[src/shared/atc_pkg.sv]
/*
 * Package for the acquisition trigger controller: register map, field layouts,
 * mode, source and state encodings, and the packed structs that group the pins.
 * Assumes a 32-bit APB slave with word-aligned registers.
 */
package atc_pkg;

	// Register byte addresses.
	localparam logic [7:0] ATC_OFS_CONFIG  = 8'h00;
	localparam logic [7:0] ATC_OFS_TRIG    = 8'h04;
	localparam logic [7:0] ATC_OFS_POSTCNT = 8'h08;
	localparam logic [7:0] ATC_OFS_PRECNT  = 8'h0c;
	localparam logic [7:0] ATC_OFS_RETRIG  = 8'h10;
	localparam logic [7:0] ATC_OFS_TOTAL   = 8'h14;
	localparam logic [7:0] ATC_OFS_CMD     = 8'h18;
	localparam logic [7:0] ATC_OFS_STATUS  = 8'h1c;
	localparam logic [7:0] ATC_OFS_RANGE   = 8'h20;
	localparam logic [7:0] ATC_OFS_RANGERD = 8'h24;

	// Field positions in the trigger control register.
	localparam int ATC_TRG_SRC_LSB   = 0;
	localparam int ATC_TRG_MODE_LSB  = 2;
	localparam int ATC_TRG_DLYSMP    = 4;
	localparam int ATC_TRG_RETRIG    = 5;
	localparam int ATC_TRG_PRECNT_EN = 6;
	localparam int ATC_TRG_FALLING   = 7;
	// Field positions in the configuration register.
	localparam int ATC_CFG_CONV_LSB  = 0;
	localparam int ATC_CFG_DLY_LSB   = 2;
	localparam int ATC_CFG_GND_LSB   = 4;
	// Command bits.
	localparam int ATC_CMD_START     = 0;
	localparam int ATC_CMD_STOP      = 1;
	localparam int ATC_CMD_SWTRIG    = 2;
	// Range write: channel in [7:0] (8'hff means every channel), code in [11:8].
	localparam int           ATC_RNG_CODE_LSB = 8;
	localparam logic [7:0]   ATC_ALL_CHANNELS = 8'hff;
	localparam int           ATC_NUM_CH       = 4;
	localparam logic [3:0]   ATC_RANGE_B10V   = 4'h0;

	// Widths of the counters.
	localparam int ATC_DLY_W  = 16;
	localparam int ATC_POST_W = 24;

	// Conversion clock sources.
	typedef enum logic [1:0] {
		ATC_CONV_INTERNAL = 2'h0,
		ATC_CONV_AUX0     = 2'h1,
		ATC_CONV_SYNC     = 2'h2,
		ATC_CONV_AUX1     = 2'h3
	} atc_conv_src_t;

	// Delay counter clock sources.
	typedef enum logic [1:0] {
		ATC_DLY_INTERNAL = 2'h0,
		ATC_DLY_AUX1     = 2'h1,
		ATC_DLY_GPT0     = 2'h2,
		ATC_DLY_GPT1     = 2'h3
	} atc_dly_src_t;

	// Trigger sources.
	typedef enum logic [1:0] {
		ATC_TRG_SOFTWARE = 2'h0,
		ATC_TRG_ANALOG   = 2'h1,
		ATC_TRG_EXTERNAL = 2'h2,
		ATC_TRG_SYNCBUS  = 2'h3
	} atc_trg_src_t;

	// Trigger modes.
	typedef enum logic [1:0] {
		ATC_MODE_POST   = 2'h0,
		ATC_MODE_DELAY  = 2'h1,
		ATC_MODE_PRE    = 2'h2,
		ATC_MODE_MIDDLE = 2'h3
	} atc_mode_t;

	// Input grounding.
	typedef enum logic [1:0] {
		ATC_GND_RSE  = 2'h0,
		ATC_GND_DIFF = 2'h1,
		ATC_GND_NRSE = 2'h2
	} atc_gnd_t;

	// Controller states, one-hot.
	typedef enum logic [4:0] {
		ATC_ST_IDLE = 5'h01,
		ATC_ST_ARM  = 5'h02,
		ATC_ST_WAIT = 5'h04,
		ATC_ST_DLY  = 5'h08,
		ATC_ST_ACQ  = 5'h10
	} atc_state_t;

	// Asynchronous pins from the far side.
	typedef struct packed {
		logic aux0;
		logic aux1;
		logic sync_clk;
		logic gpt0;
		logic gpt1;
		logic ana_trig;
		logic ext_trig;
		logic sync_trig;
	} atc_pins_t;

	// Conversion front-end controls.
	typedef struct packed {
		logic       sample;
		logic       store;
		atc_gnd_t   ground;
		logic [3:0] range0;
		logic [3:0] range1;
		logic [3:0] range2;
		logic [3:0] range3;
	} atc_front_t;

endpackage

[src/logic/atc_trigger_ctrl.sv]
/*
 * Acquisition trigger and timing controller with its APB register file.
 * Assumes a single 250 MHz clock; all far-side pins are asynchronous and are
 * resynchronised here. A sample takes place on each rising edge of the chosen
 * conversion clock in the arm and acquire states, and while waiting in pre and middle modes.
 */
`timescale 1ns/1ns
module atc_trigger_ctrl (
	// Clock and reset.
	input  wire logic                I_CLOCK,
	input  wire logic                I_RST_N,
	// APB slave.
	input  wire logic                I_PSEL,
	input  wire logic                I_PENABLE,
	input  wire logic                I_PWRITE,
	input  wire logic [7:0]          I_PADDR,
	input  wire logic [31:0]         I_PWDATA,
	output logic      [31:0]         O_PRDATA,
	output logic                     O_PREADY,
	output logic                     O_PSLVERR,
	// Far-side pins and front end.
	input  wire atc_pkg::atc_pins_t  I_PINS,
	output atc_pkg::atc_front_t      O_FRONT,
	output logic                     O_RUNNING
);
	import atc_pkg::*;

	// Synchroniser stages and edge history.
	atc_pins_t pin_meta_reg, pin_sync_reg, pin_last_reg;
	atc_pins_t pin_meta_next, pin_sync_next, pin_last_next;

	// Configuration state.
	logic [31:0] trig_reg, trig_next, cfg_reg, cfg_next;
	logic [23:0] post_reg, post_next, total_reg, total_next;
	logic [15:0] pre_reg, pre_next, retrig_reg, retrig_next;
	logic [3:0]  range_reg [ATC_NUM_CH];
	logic [3:0]  range_next [ATC_NUM_CH];
	logic [7:0]  rd_chan_reg, rd_chan_next;
	logic [31:0] prdata_reg, prdata_next;

	// Run state.
	atc_state_t  state_reg, state_next;
	logic [23:0] cnt_reg, cnt_next;
	logic [15:0] trg_cnt_reg, trg_cnt_next;
	logic        swtrig_reg, swtrig_next;
	logic        done_reg, done_next;
	logic        sample_reg, sample_next, store_reg, store_next;

	// Decoded fields.
	atc_mode_t     mode;
	atc_trg_src_t  tsrc;
	atc_conv_src_t csrc;
	atc_dly_src_t  dsrc;
	logic          wr_en, rd_en, start_cmd, stop_cmd, conv_tick, dly_tick, trig_evt, retrig_ok;
	logic          tick_int;

	// Rising edge of one synchronised pin; shared by several decoders.
	function automatic logic rise(input logic now, input logic last);
		rise = now & ~last;
	endfunction

	// Register address match within the APB access phase.
	function automatic logic hit(input logic [7:0] a, input logic [7:0] ofs);
		hit = (a == ofs);
	endfunction

	assign mode      = atc_mode_t'(trig_reg[ATC_TRG_MODE_LSB +: 2]);
	assign tsrc      = atc_trg_src_t'(trig_reg[ATC_TRG_SRC_LSB +: 2]);
	assign csrc      = atc_conv_src_t'(cfg_reg[ATC_CFG_CONV_LSB +: 2]);
	assign dsrc      = atc_dly_src_t'(cfg_reg[ATC_CFG_DLY_LSB +: 2]);
	assign wr_en     = I_PSEL & I_PENABLE & I_PWRITE;
	assign rd_en     = I_PSEL & ~I_PENABLE & ~I_PWRITE;
	assign start_cmd = wr_en & hit(I_PADDR, ATC_OFS_CMD) & I_PWDATA[ATC_CMD_START];
	assign stop_cmd  = wr_en & hit(I_PADDR, ATC_OFS_CMD) & I_PWDATA[ATC_CMD_STOP];
	// The internal timer ticks every clock; the rate divider lives upstream.
	assign tick_int  = 1'b1;

	// Synchronisers: only the second stage and the edge history feed logic.
	always_comb begin
		pin_meta_next = I_PINS;
		pin_sync_next = pin_meta_reg;
		pin_last_next = pin_sync_reg;
	end

	// Source multiplexers and trigger qualification.
	always_comb begin
		unique case (csrc)
			ATC_CONV_AUX0: conv_tick = rise(pin_sync_reg.aux0, pin_last_reg.aux0);
			ATC_CONV_SYNC: conv_tick = rise(pin_sync_reg.sync_clk, pin_last_reg.sync_clk);
			ATC_CONV_AUX1: conv_tick = rise(pin_sync_reg.aux1, pin_last_reg.aux1);
			default:       conv_tick = tick_int;
		endcase
		unique case (dsrc)
			ATC_DLY_AUX1: dly_tick = rise(pin_sync_reg.aux1, pin_last_reg.aux1);
			ATC_DLY_GPT0: dly_tick = rise(pin_sync_reg.gpt0, pin_last_reg.gpt0);
			ATC_DLY_GPT1: dly_tick = rise(pin_sync_reg.gpt1, pin_last_reg.gpt1);
			default:      dly_tick = tick_int;
		endcase
		unique case (tsrc)
			ATC_TRG_ANALOG:   trig_evt = rise(pin_sync_reg.ana_trig, pin_last_reg.ana_trig);
			ATC_TRG_EXTERNAL: trig_evt = trig_reg[ATC_TRG_FALLING]
				? rise(pin_last_reg.ext_trig, pin_sync_reg.ext_trig)
				: rise(pin_sync_reg.ext_trig, pin_last_reg.ext_trig);
			ATC_TRG_SYNCBUS:  trig_evt = rise(pin_sync_reg.sync_trig, pin_last_reg.sync_trig);
			default:          trig_evt = swtrig_reg;
		endcase
		retrig_ok = trig_reg[ATC_TRG_RETRIG] & (mode == ATC_MODE_POST || mode == ATC_MODE_DELAY);
	end

	// Register file writes and read data.
	always_comb begin
		trig_next   = trig_reg;
		cfg_next    = cfg_reg;
		post_next   = post_reg;
		pre_next    = pre_reg;
		retrig_next = retrig_reg;
		total_next  = total_reg;
		rd_chan_next = rd_chan_reg;
		swtrig_next = wr_en & hit(I_PADDR, ATC_OFS_CMD) & I_PWDATA[ATC_CMD_SWTRIG];
		for (int i = 0; i < ATC_NUM_CH; i++) begin
			range_next[i] = range_reg[i];
		end
		prdata_next = prdata_reg;
		if (wr_en && state_reg == ATC_ST_IDLE) begin
			// Configuration is frozen while running so one mode holds per acquisition.
			case (I_PADDR)
				ATC_OFS_CONFIG:  cfg_next    = {26'h0, I_PWDATA[5:0]};
				ATC_OFS_TRIG:    trig_next   = {24'h0, I_PWDATA[7:0]};
				ATC_OFS_POSTCNT: post_next   = I_PWDATA[ATC_POST_W-1:0];
				ATC_OFS_PRECNT:  pre_next    = I_PWDATA[ATC_DLY_W-1:0];
				ATC_OFS_RETRIG:  retrig_next = I_PWDATA[ATC_DLY_W-1:0];
				ATC_OFS_TOTAL:   total_next  = I_PWDATA[ATC_POST_W-1:0];
				ATC_OFS_RANGERD: rd_chan_next = I_PWDATA[7:0];
				ATC_OFS_RANGE: begin
					for (int i = 0; i < ATC_NUM_CH; i++) begin
						if (I_PWDATA[7:0] == ATC_ALL_CHANNELS || I_PWDATA[7:0] == 8'(i)) begin
							range_next[i] = I_PWDATA[ATC_RNG_CODE_LSB +: 4];
						end
					end
				end
				default: ;
			endcase
		end
		if (rd_en) begin
			case (I_PADDR)
				ATC_OFS_CONFIG:  prdata_next = cfg_reg;
				ATC_OFS_TRIG:    prdata_next = trig_reg;
				ATC_OFS_POSTCNT: prdata_next = {8'h0, post_reg};
				ATC_OFS_PRECNT:  prdata_next = {16'h0, pre_reg};
				ATC_OFS_RETRIG:  prdata_next = {16'h0, retrig_reg};
				ATC_OFS_TOTAL:   prdata_next = {8'h0, total_reg};
				ATC_OFS_STATUS:  prdata_next = {trg_cnt_reg, 9'h0, done_reg, 1'b0, state_reg};
				ATC_OFS_RANGERD: prdata_next = {24'h0, rd_chan_reg};
				ATC_OFS_RANGE:   prdata_next = {28'h0, range_reg[rd_chan_reg[1:0]]};
				default:         prdata_next = 32'h0;
			endcase
		end
	end

	// Acquisition sequencer.
	always_comb begin
		state_next   = state_reg;
		cnt_next     = cnt_reg;
		trg_cnt_next = trg_cnt_reg;
		done_next    = done_reg;
		sample_next  = 1'b0;
		store_next   = 1'b0;
		case (state_reg)
			ATC_ST_IDLE: begin
				if (start_cmd) begin
					done_next    = 1'b0;
					trg_cnt_next = 16'h0;
					cnt_next     = {8'h0, pre_reg};
					// Pre-trigger counter only applies to pre and middle modes.
					if ((mode == ATC_MODE_PRE || mode == ATC_MODE_MIDDLE)
						&& trig_reg[ATC_TRG_PRECNT_EN]) begin
						state_next = ATC_ST_ARM;
					end else begin
						state_next = ATC_ST_WAIT;
					end
				end
			end
			ATC_ST_ARM: begin
				// Sampling already runs; triggers are dropped until terminal count.
				sample_next = conv_tick;
				store_next  = conv_tick;
				if (conv_tick) begin
					if (cnt_reg == 24'h0) begin
						state_next = ATC_ST_WAIT;
					end else begin
						cnt_next = cnt_reg - 24'h1;
					end
				end
			end
			ATC_ST_WAIT: begin
				// Pre and middle modes keep filling the circular store while waiting.
				if (mode == ATC_MODE_PRE || mode == ATC_MODE_MIDDLE) begin
					sample_next = conv_tick;
					store_next  = conv_tick;
				end
				if (trig_evt) begin
					trg_cnt_next = trg_cnt_reg + 16'h1;
					unique case (mode)
						ATC_MODE_PRE: begin
							state_next = ATC_ST_IDLE;
							done_next  = 1'b1;
						end
						ATC_MODE_DELAY: begin
							state_next = ATC_ST_DLY;
							cnt_next   = {8'h0, post_reg[ATC_DLY_W-1:0]};
						end
						default: begin
							state_next = ATC_ST_ACQ;
							cnt_next   = post_reg;
						end
					endcase
				end
			end
			ATC_ST_DLY: begin
				// Discarded period: samples or ticks, chosen per acquisition.
				if (trig_reg[ATC_TRG_DLYSMP] ? conv_tick : dly_tick) begin
					if (cnt_reg == 24'h0) begin
						state_next = ATC_ST_ACQ;
						cnt_next   = total_reg;
					end else begin
						cnt_next = cnt_reg - 24'h1;
					end
				end
			end
			ATC_ST_ACQ: begin
				sample_next = conv_tick;
				store_next  = conv_tick;
				if (conv_tick) begin
					if (cnt_reg <= 24'h1) begin
						// Segment ends; zero accepted count keeps re-arming forever.
						if (retrig_ok && (retrig_reg == 16'h0 || trg_cnt_reg < retrig_reg)) begin
							state_next = ATC_ST_WAIT;
						end else begin
							state_next = ATC_ST_IDLE;
							done_next  = 1'b1;
						end
					end
					cnt_next = cnt_reg - 24'h1;
				end
			end
			default: state_next = ATC_ST_IDLE;
		endcase
		if (stop_cmd && state_reg != ATC_ST_IDLE) begin
			state_next = ATC_ST_IDLE;
			done_next  = 1'b1;
		end
	end

	// State registers.
	always_ff @(posedge I_CLOCK or negedge I_RST_N) begin
		if (!I_RST_N) begin
			pin_meta_reg <= '0;
			pin_sync_reg <= '0;
			pin_last_reg <= '0;
			trig_reg     <= 32'h0;          // Software, post mode, ticks, rising edge.
			cfg_reg      <= 32'h0;          // Internal clocks, referenced single-ended.
			post_reg     <= 24'h0;
			pre_reg      <= 16'h0;
			retrig_reg   <= 16'h0;
			total_reg    <= 24'h0;
			rd_chan_reg  <= 8'h0;
			prdata_reg   <= 32'h0;
			for (int i = 0; i < ATC_NUM_CH; i++) begin
				range_reg[i] <= ATC_RANGE_B10V;
			end
			state_reg    <= ATC_ST_IDLE;
			cnt_reg      <= 24'h0;
			trg_cnt_reg  <= 16'h0;
			swtrig_reg   <= 1'b0;
			done_reg     <= 1'b0;
			sample_reg   <= 1'b0;
			store_reg    <= 1'b0;
		end else begin
			pin_meta_reg <= pin_meta_next;
			pin_sync_reg <= pin_sync_next;
			pin_last_reg <= pin_last_next;
			trig_reg     <= trig_next;
			cfg_reg      <= cfg_next;
			post_reg     <= post_next;
			pre_reg      <= pre_next;
			retrig_reg   <= retrig_next;
			total_reg    <= total_next;
			rd_chan_reg  <= rd_chan_next;
			prdata_reg   <= prdata_next;
			range_reg    <= range_next;
			state_reg    <= state_next;
			cnt_reg      <= cnt_next;
			trg_cnt_reg  <= trg_cnt_next;
			swtrig_reg   <= swtrig_next;
			done_reg     <= done_next;
			sample_reg   <= sample_next;
			store_reg    <= store_next;
		end
	end

	// Outputs.
	assign O_PRDATA       = prdata_reg;
	assign O_PREADY       = 1'b1;     // Zero wait states; read data is latched in setup.
	assign O_PSLVERR      = 1'b0;
	assign O_RUNNING      = (state_reg != ATC_ST_IDLE);
	assign O_FRONT.sample = sample_reg;
	assign O_FRONT.store  = store_reg;
	assign O_FRONT.ground = atc_gnd_t'(cfg_reg[ATC_CFG_GND_LSB +: 2]);
	assign O_FRONT.range0 = range_reg[0];
	assign O_FRONT.range1 = range_reg[1];
	assign O_FRONT.range2 = range_reg[2];
	assign O_FRONT.range3 = range_reg[3];

endmodule

[config.mk]
export PLATFORM = sky130hd
export DESIGN_NAME = atc_trigger_ctrl
export DESIGN_NICKNAME = d
export VERILOG_FILES = /design/src/shared/atc_pkg.sv /design/src/logic/atc_trigger_ctrl.sv
export SDC_FILE = /design/constraint.sdc
export NUM_CORES = 1
export LEC_CHECK = 0
export ABC_AREA = 1
export BUFFER_PORTS_ARGS = -buffer_cell sky130_fd_sc_hd__buf_2
export CAP_MARGIN = 15
export CORE_ASPECT_RATIO = 1.25
export CORE_UTILIZATION = 30
export CTS_CLUSTER_DIAMETER = 120
export CTS_CLUSTER_SIZE = 8
export DETAILED_ROUTE_END_ITERATION = 6
export SLEW_MARGIN = 0
export SYNTH_ARGS = -nofsm -noshare
export SYNTH_HDL_FRONTEND = slang
export SYNTH_SLANG_ARGS = --single-unit
export TNS_END_PERCENT = 10
[constraint.sdc]
create_clock -name I_CLOCK -period 2.4 [get_ports I_CLOCK]
set_clock_uncertainty 0.15 [all_clocks]
set_input_delay 0.24 -clock I_CLOCK [delete_from_list [all_inputs] [get_ports I_CLOCK]]
set_output_delay 0.24 -clock I_CLOCK [all_outputs]
set_load 0.005 [all_outputs]
After elaboration in Yosys (flattened, before gate mapping)
Cells that the tools add are included.
{"block": "op_classes", "n_addsub": 2, "magnitude_cmp": 3, "eq_ne": 48, "mux": 44, "n_bitwise": 30, "reduce_logical": 35}
{"cell": "$pmux 32 s9", "n": 1}
{"cell": "$mux 24", "n": 7}
{"cell": "$pmux 24 s5", "n": 1}
{"cell": "$pmux 24 s2", "n": 1}
{"cell": "$mux 5", "n": 9}
{"cell": "$eq 8x5->1 const B", "n": 4}
{"cell": "$mux 16", "n": 2}
{"cell": "$pmux 16 s2", "n": 1}
{"cell": "$ne 3x3->1 const B", "n": 9}
{"cell": "$pmux 5 s5", "n": 1}
{"cell": "$le 24x1->1 const B", "n": 1}
{"cell": "$logic_not 24->1", "n": 1}
{"cell": "$sub 24x1->24 const B", "n": 1}
{"cell": "$and 1x1->1", "n": 18}
{"cell": "$add 16x1->16 const B", "n": 1}
{"cell": "$eq 2x2->1 const B", "n": 8}
{"cell": "$eq 8x2->1 const B", "n": 2}
{"cell": "$eq 8x4->1 const B", "n": 2}
{"cell": "$eq 8x6->1 const B", "n": 2}
{"cell": "$logic_not 16->1", "n": 1}
{"cell": "$logic_not 8->1", "n": 2}
{"cell": "$lt 16x16->1", "n": 1}
{"cell": "$reduce_and 8->1", "n": 2}
{"cell": "$reduce_and 3->1", "n": 5}
{"cell": "other kinds (31)", "n": 79}
{"block": "totals", "reg_bits": 222, "in_bits": 53, "output_inout_bits": 55, "wordCells": 204}

Depth between registers and ports, before layout
{"block": "depth", "ltp_word": 9, "ltp_mapped": 16, "mapped_depth_nobuf": 16}

Least setup slack after synthesis
No wires, ideal clock.
{"block": "synth_timing", "path_kind": "register -> register", "start": "register cnt_reg[0]", "end": "register cnt_reg[13]", "setup_ps": 121, "arrival_time_ps": 1842, "slack_ps": 288, "stages_incl_launch_ff": 14, "path_buffers": 0, "period_less_slack_ps": 2112, "cell_sequence": "dfrtp_1 -> inv_1 -> ha_1 -> nand3_2 -> nor2_4 -> nand2_1 -> nor3_2 -> nor2_1 -> nor2_2 -> nor2_1 -> nor2_1 -> nand2_1 -> nand2_1 -> o21ai_1"}
{"block": "synth_via", "elab_chain_len": 4}
{"item": "start: declaration", "line": "atc_trigger_ctrl.sv:43", "text": "logic [23:0] cnt_reg, cnt_next;"}
{"item": "start signal: assignment", "line": "atc_trigger_ctrl.sv:292", "text": "cnt_reg <= cnt_next;"}
{"item": "$sub 24x1->24 / $logic_not 24->1 (equally long branches)"}
{"item": "$mux 24, on equally long branches", "line": "atc_trigger_ctrl.sv:222, atc_trigger_ctrl.sv:188"}
{"item": "$mux 24, on equally long branches", "line": "atc_trigger_ctrl.sv:221, atc_trigger_ctrl.sv:187"}
{"item": "$pmux 24 s5", "line": "atc_trigger_ctrl.sv:168", "text": "case (state_reg)"}
Several ways; a longest one is shown, not always the timed one. The select of a mux whose other input is x is not followed.
A chain may end at the register's enable or synchronous reset.

Final worst setup path
{"block": "layout_timing", "start": "register cnt_reg[1]", "end": "register cnt_reg[8]"}
The elaborated chain is that of the path after synthesis.

==> metrics.txt <==
Worst EP required=2680 ps; Syn Inst Count=1396; chip width=174.9 um; routed wire length=36080 um; die span in y=218.1 um; layout cell share with drive strength beyond 1=0.1530; max-slew violation count=0; Row Count=78; Remaining DRCs=0; Ports=108; hpwl dp=26740 um; number of flops mapped to enable cells by yosys=0; post-layout util=0.3749; first-pass GRT wire length=56310 um; Critical Path AT=2530 ps; Area contributors post-synth=dfrtp_1, nand2_1, o21ai_0; Yosys cell types=47; Iteration-0 DRC Markers=815; ANT cells=0; CP Class=reg2reg; Starting Density=0.3070; outcome=finished clean; Crit path max-delay family=simple AND/OR/NAND/NOR gates; register area=0.005557 mm2; worst-path cell chain=inv_2 > ha_2 > nand3_2 > nor2_4 > nand2_2 > nor3_4 > buf_4 > o21ai_2 > o21ai_1 > nand4_1 > nand2_1 > o21ai_0; area leader, netlist=dfrtp_1; HP Start=I_PWDATA[9]; clk root buf=clkbuf_16; power density over the cells=1020 mW/mm2; Inst Count DP=1986; Fill cells=3843; routed length per placed instance=17.56 um; prevailing post-synth register cell=dfrtp_1; CP startpoint kind=flip-flop; Reg-to-Reg End=cnt_reg[8]; Synth top area share=0.4935; RSZ-0062 raised after global routing=yes; Final Wtd Congestion=0.9368; CTS clk-pin slew, worst paths=60 ps; Int Pwr=8.505 mW; Detail Route Antenna Nets=0; Seq cells post-synth=222; Clock power frac=0.281; Clock Latency Late Sink=550 ps; CP bufs+invs=2; Slew headroom=0.5892; GRT Resource Usage Total=0.1900; critical path peak fanout=6; maximum clock path buffer count=3; GR Overflow Total=0; Setup TNS Final=0 ps; Post-Layout Cell Count=2055; Slowest cell on crit path=dfrtp_1; CTS Buf Count=31; DR pass1 iterations=5; LEAKAGE=6.504 nW; commonest non-fill, non-tap cell in the layout=nand2_1; # nets final=1639; Max-Cap Viols=0; sequential share of power=0.298; core area=0.03650 mm2; multi-input logic area=0.004850 mm2; H-tree depth=1; max frequency=0.4441 GHz; most frequent cells in the layout=nand2_1, dfrtp_1, o21ai_0; flop2flop setup slack=150 ps; full die area=0.03813 mm2; Setup Viol. Count Final=0; CTS tree=built; Clock Sinks=222; Post-synth ARST share=1.000; combinational power share=0.421; largest net degree at the start of global routing=73; Syn Nets=1471; synthesized cell area=0.01121 mm2; Critical Path Max Stage Delay=390 ps; sequential fraction of the synthesis area=0.4959; switching share of power=0.3906; via count=10371; Hold WC Path Type=in2reg; worst r2r path cells=12; final hold violations=0; Worst Tran Pin Value=616.2 ps; dpl cell area=0.01255 mm2; area delta synth->final=22.12%; maximum VDD drop=0.0007866 V; Hold Crit Depth=3; Largest register FFs=32; vias in the first global route=10086; vias per cell=5.047; Final Cycle Share=0.9382; Tmin final=2252 ps; Critical R2R Launch=cnt_reg[1]; Final Instance Area=0.01368 mm2; initial antenna violation count=0; NetSw=5.453 mW; # port buffers=97; hold endpoint=O_FRONT[13]; CP Capture Type=flip-flop; YS warnings=0; Synth Area per Inst=8.027 um2
-- routing by layer --
metal | vias up | global-route usage | share of wire
li1 | 4938 | - | -
met1 | 4943 | 0.2448 | 0.43
met2 | 395 | 0.3143 | 0.47
met3 | 95 | 0.02999 | 0.062
met4 | 0 | 0.08261 | 0.045
met5 | - | 0 | 0
-- worst register-to-register path, stage by stage (launching register included) --
cell and delay (ps):
dfrtp_1 390, inv_2 80, ha_2 190, nand3_2 110
nor2_4 130, nand2_2 90, nor3_4 240, buf_4 180
o21ai_2 90, o21ai_1 140, nand4_1 180, nand2_1 100
o21ai_0 70
-- stage by stage --
stage / worst slack [ps] / total power [mW] / hold WS (ps)
6_report: 148.4 / 13.96 / 17.22
4_1_cts: 40.78 / 13.62 / 1.617
3_5_place_dp: -23.19 / 9.593 / 108.1
3_3_place_gp: 89.28 / 9.565 / 112.8
5_1_grt: -7.346 / 14.73 / 34.97
2_1_floorplan: 287.5 / 7.666 / -205.6
-- Yosys cell counts, types with 9 or more instances --
library cell and number:
o21ai_0 214, a221oi_1 12, xor2_1 20, ha_1 22, a21oi_1 48, nor4_1 9, inv_1 146, dfrtp_1 221
nor2_1 88, o22ai_1 12, nor3_1 16, clkbuf_1 24, nand3_1 41, nand2_1 397, o2111ai_1 9, buf_2 12
nand4_1 15
-- how the worst max path moves through the flow --
stage               start      endpoint  slack (ps)  depth (start not counted)
6_report       cnt_reg[1]    cnt_reg[8]         150                         12
5_1_grt        cnt_reg[1]  state_reg[2]          -7                         13
4_1_cts        cnt_reg[1]    cnt_reg[8]          40                         11
3_5_place_dp   cnt_reg[1]    cnt_reg[8]         -20                         11
3_3_place_gp   cnt_reg[1]   cnt_reg[20]          90                         13
2_1_floorplan  cnt_reg[0]   cnt_reg[13]         290                         13
-- what timing repair did --
| action | 4_1_cts | 5_1_grt |
|---|---|---|
| endpoints found under the setup margin | 7 | 29 |
| resized for setup | 1 | 19 |
| gates cloned | 0 | 0 |
| hold buffers | 23 | 0 |
| hold endpoints to repair | 108 | 0 |
| setup buffers | 0 | 2 |
| pin swaps | 0 | 4 |
-- power groups by stage --
stage	Clock [mW]	Combinational [mW]	Sequential, mW
6_report	3.92	5.87	4.16
5_1_grt	4.14	6.40	4.19
4_1_cts	3.99	5.48	4.16
3_5_place_dp	0	5.38	4.22
3_3_place_gp	0	5.36	4.21
2_1_floorplan	0	3.49	4.17
-- logic make-up (layout without fill, tap and decap cells) --
family / Yosys count / count (layout) / share of synthesized area
flip-flops: 222 / 222 / 0.4959
XOR/XNOR: 23 / 23 / 0.01798
AO/OA/AOI/OAI: 329 / 329 / 0.1624
buffers and inverters: 206 / 385 / 0.07526
AND/OR/NAND/NOR: 592 / 592 / 0.2233
other: 2 / 2 / 0.0006702
adder cells (fa/ha/maj): 22 / 22 / 0.02456
-- area by class of cell --
cell class              instances  area share
clock buffers                  44     0.06099
inverters                     157     0.04325
multi-input cells             968      0.3544
flip-flops and latches        222      0.4061
well taps                     480     0.04389
repair buffers                184     0.09143
Note: power is estimated with default switching activity, not from simulation.
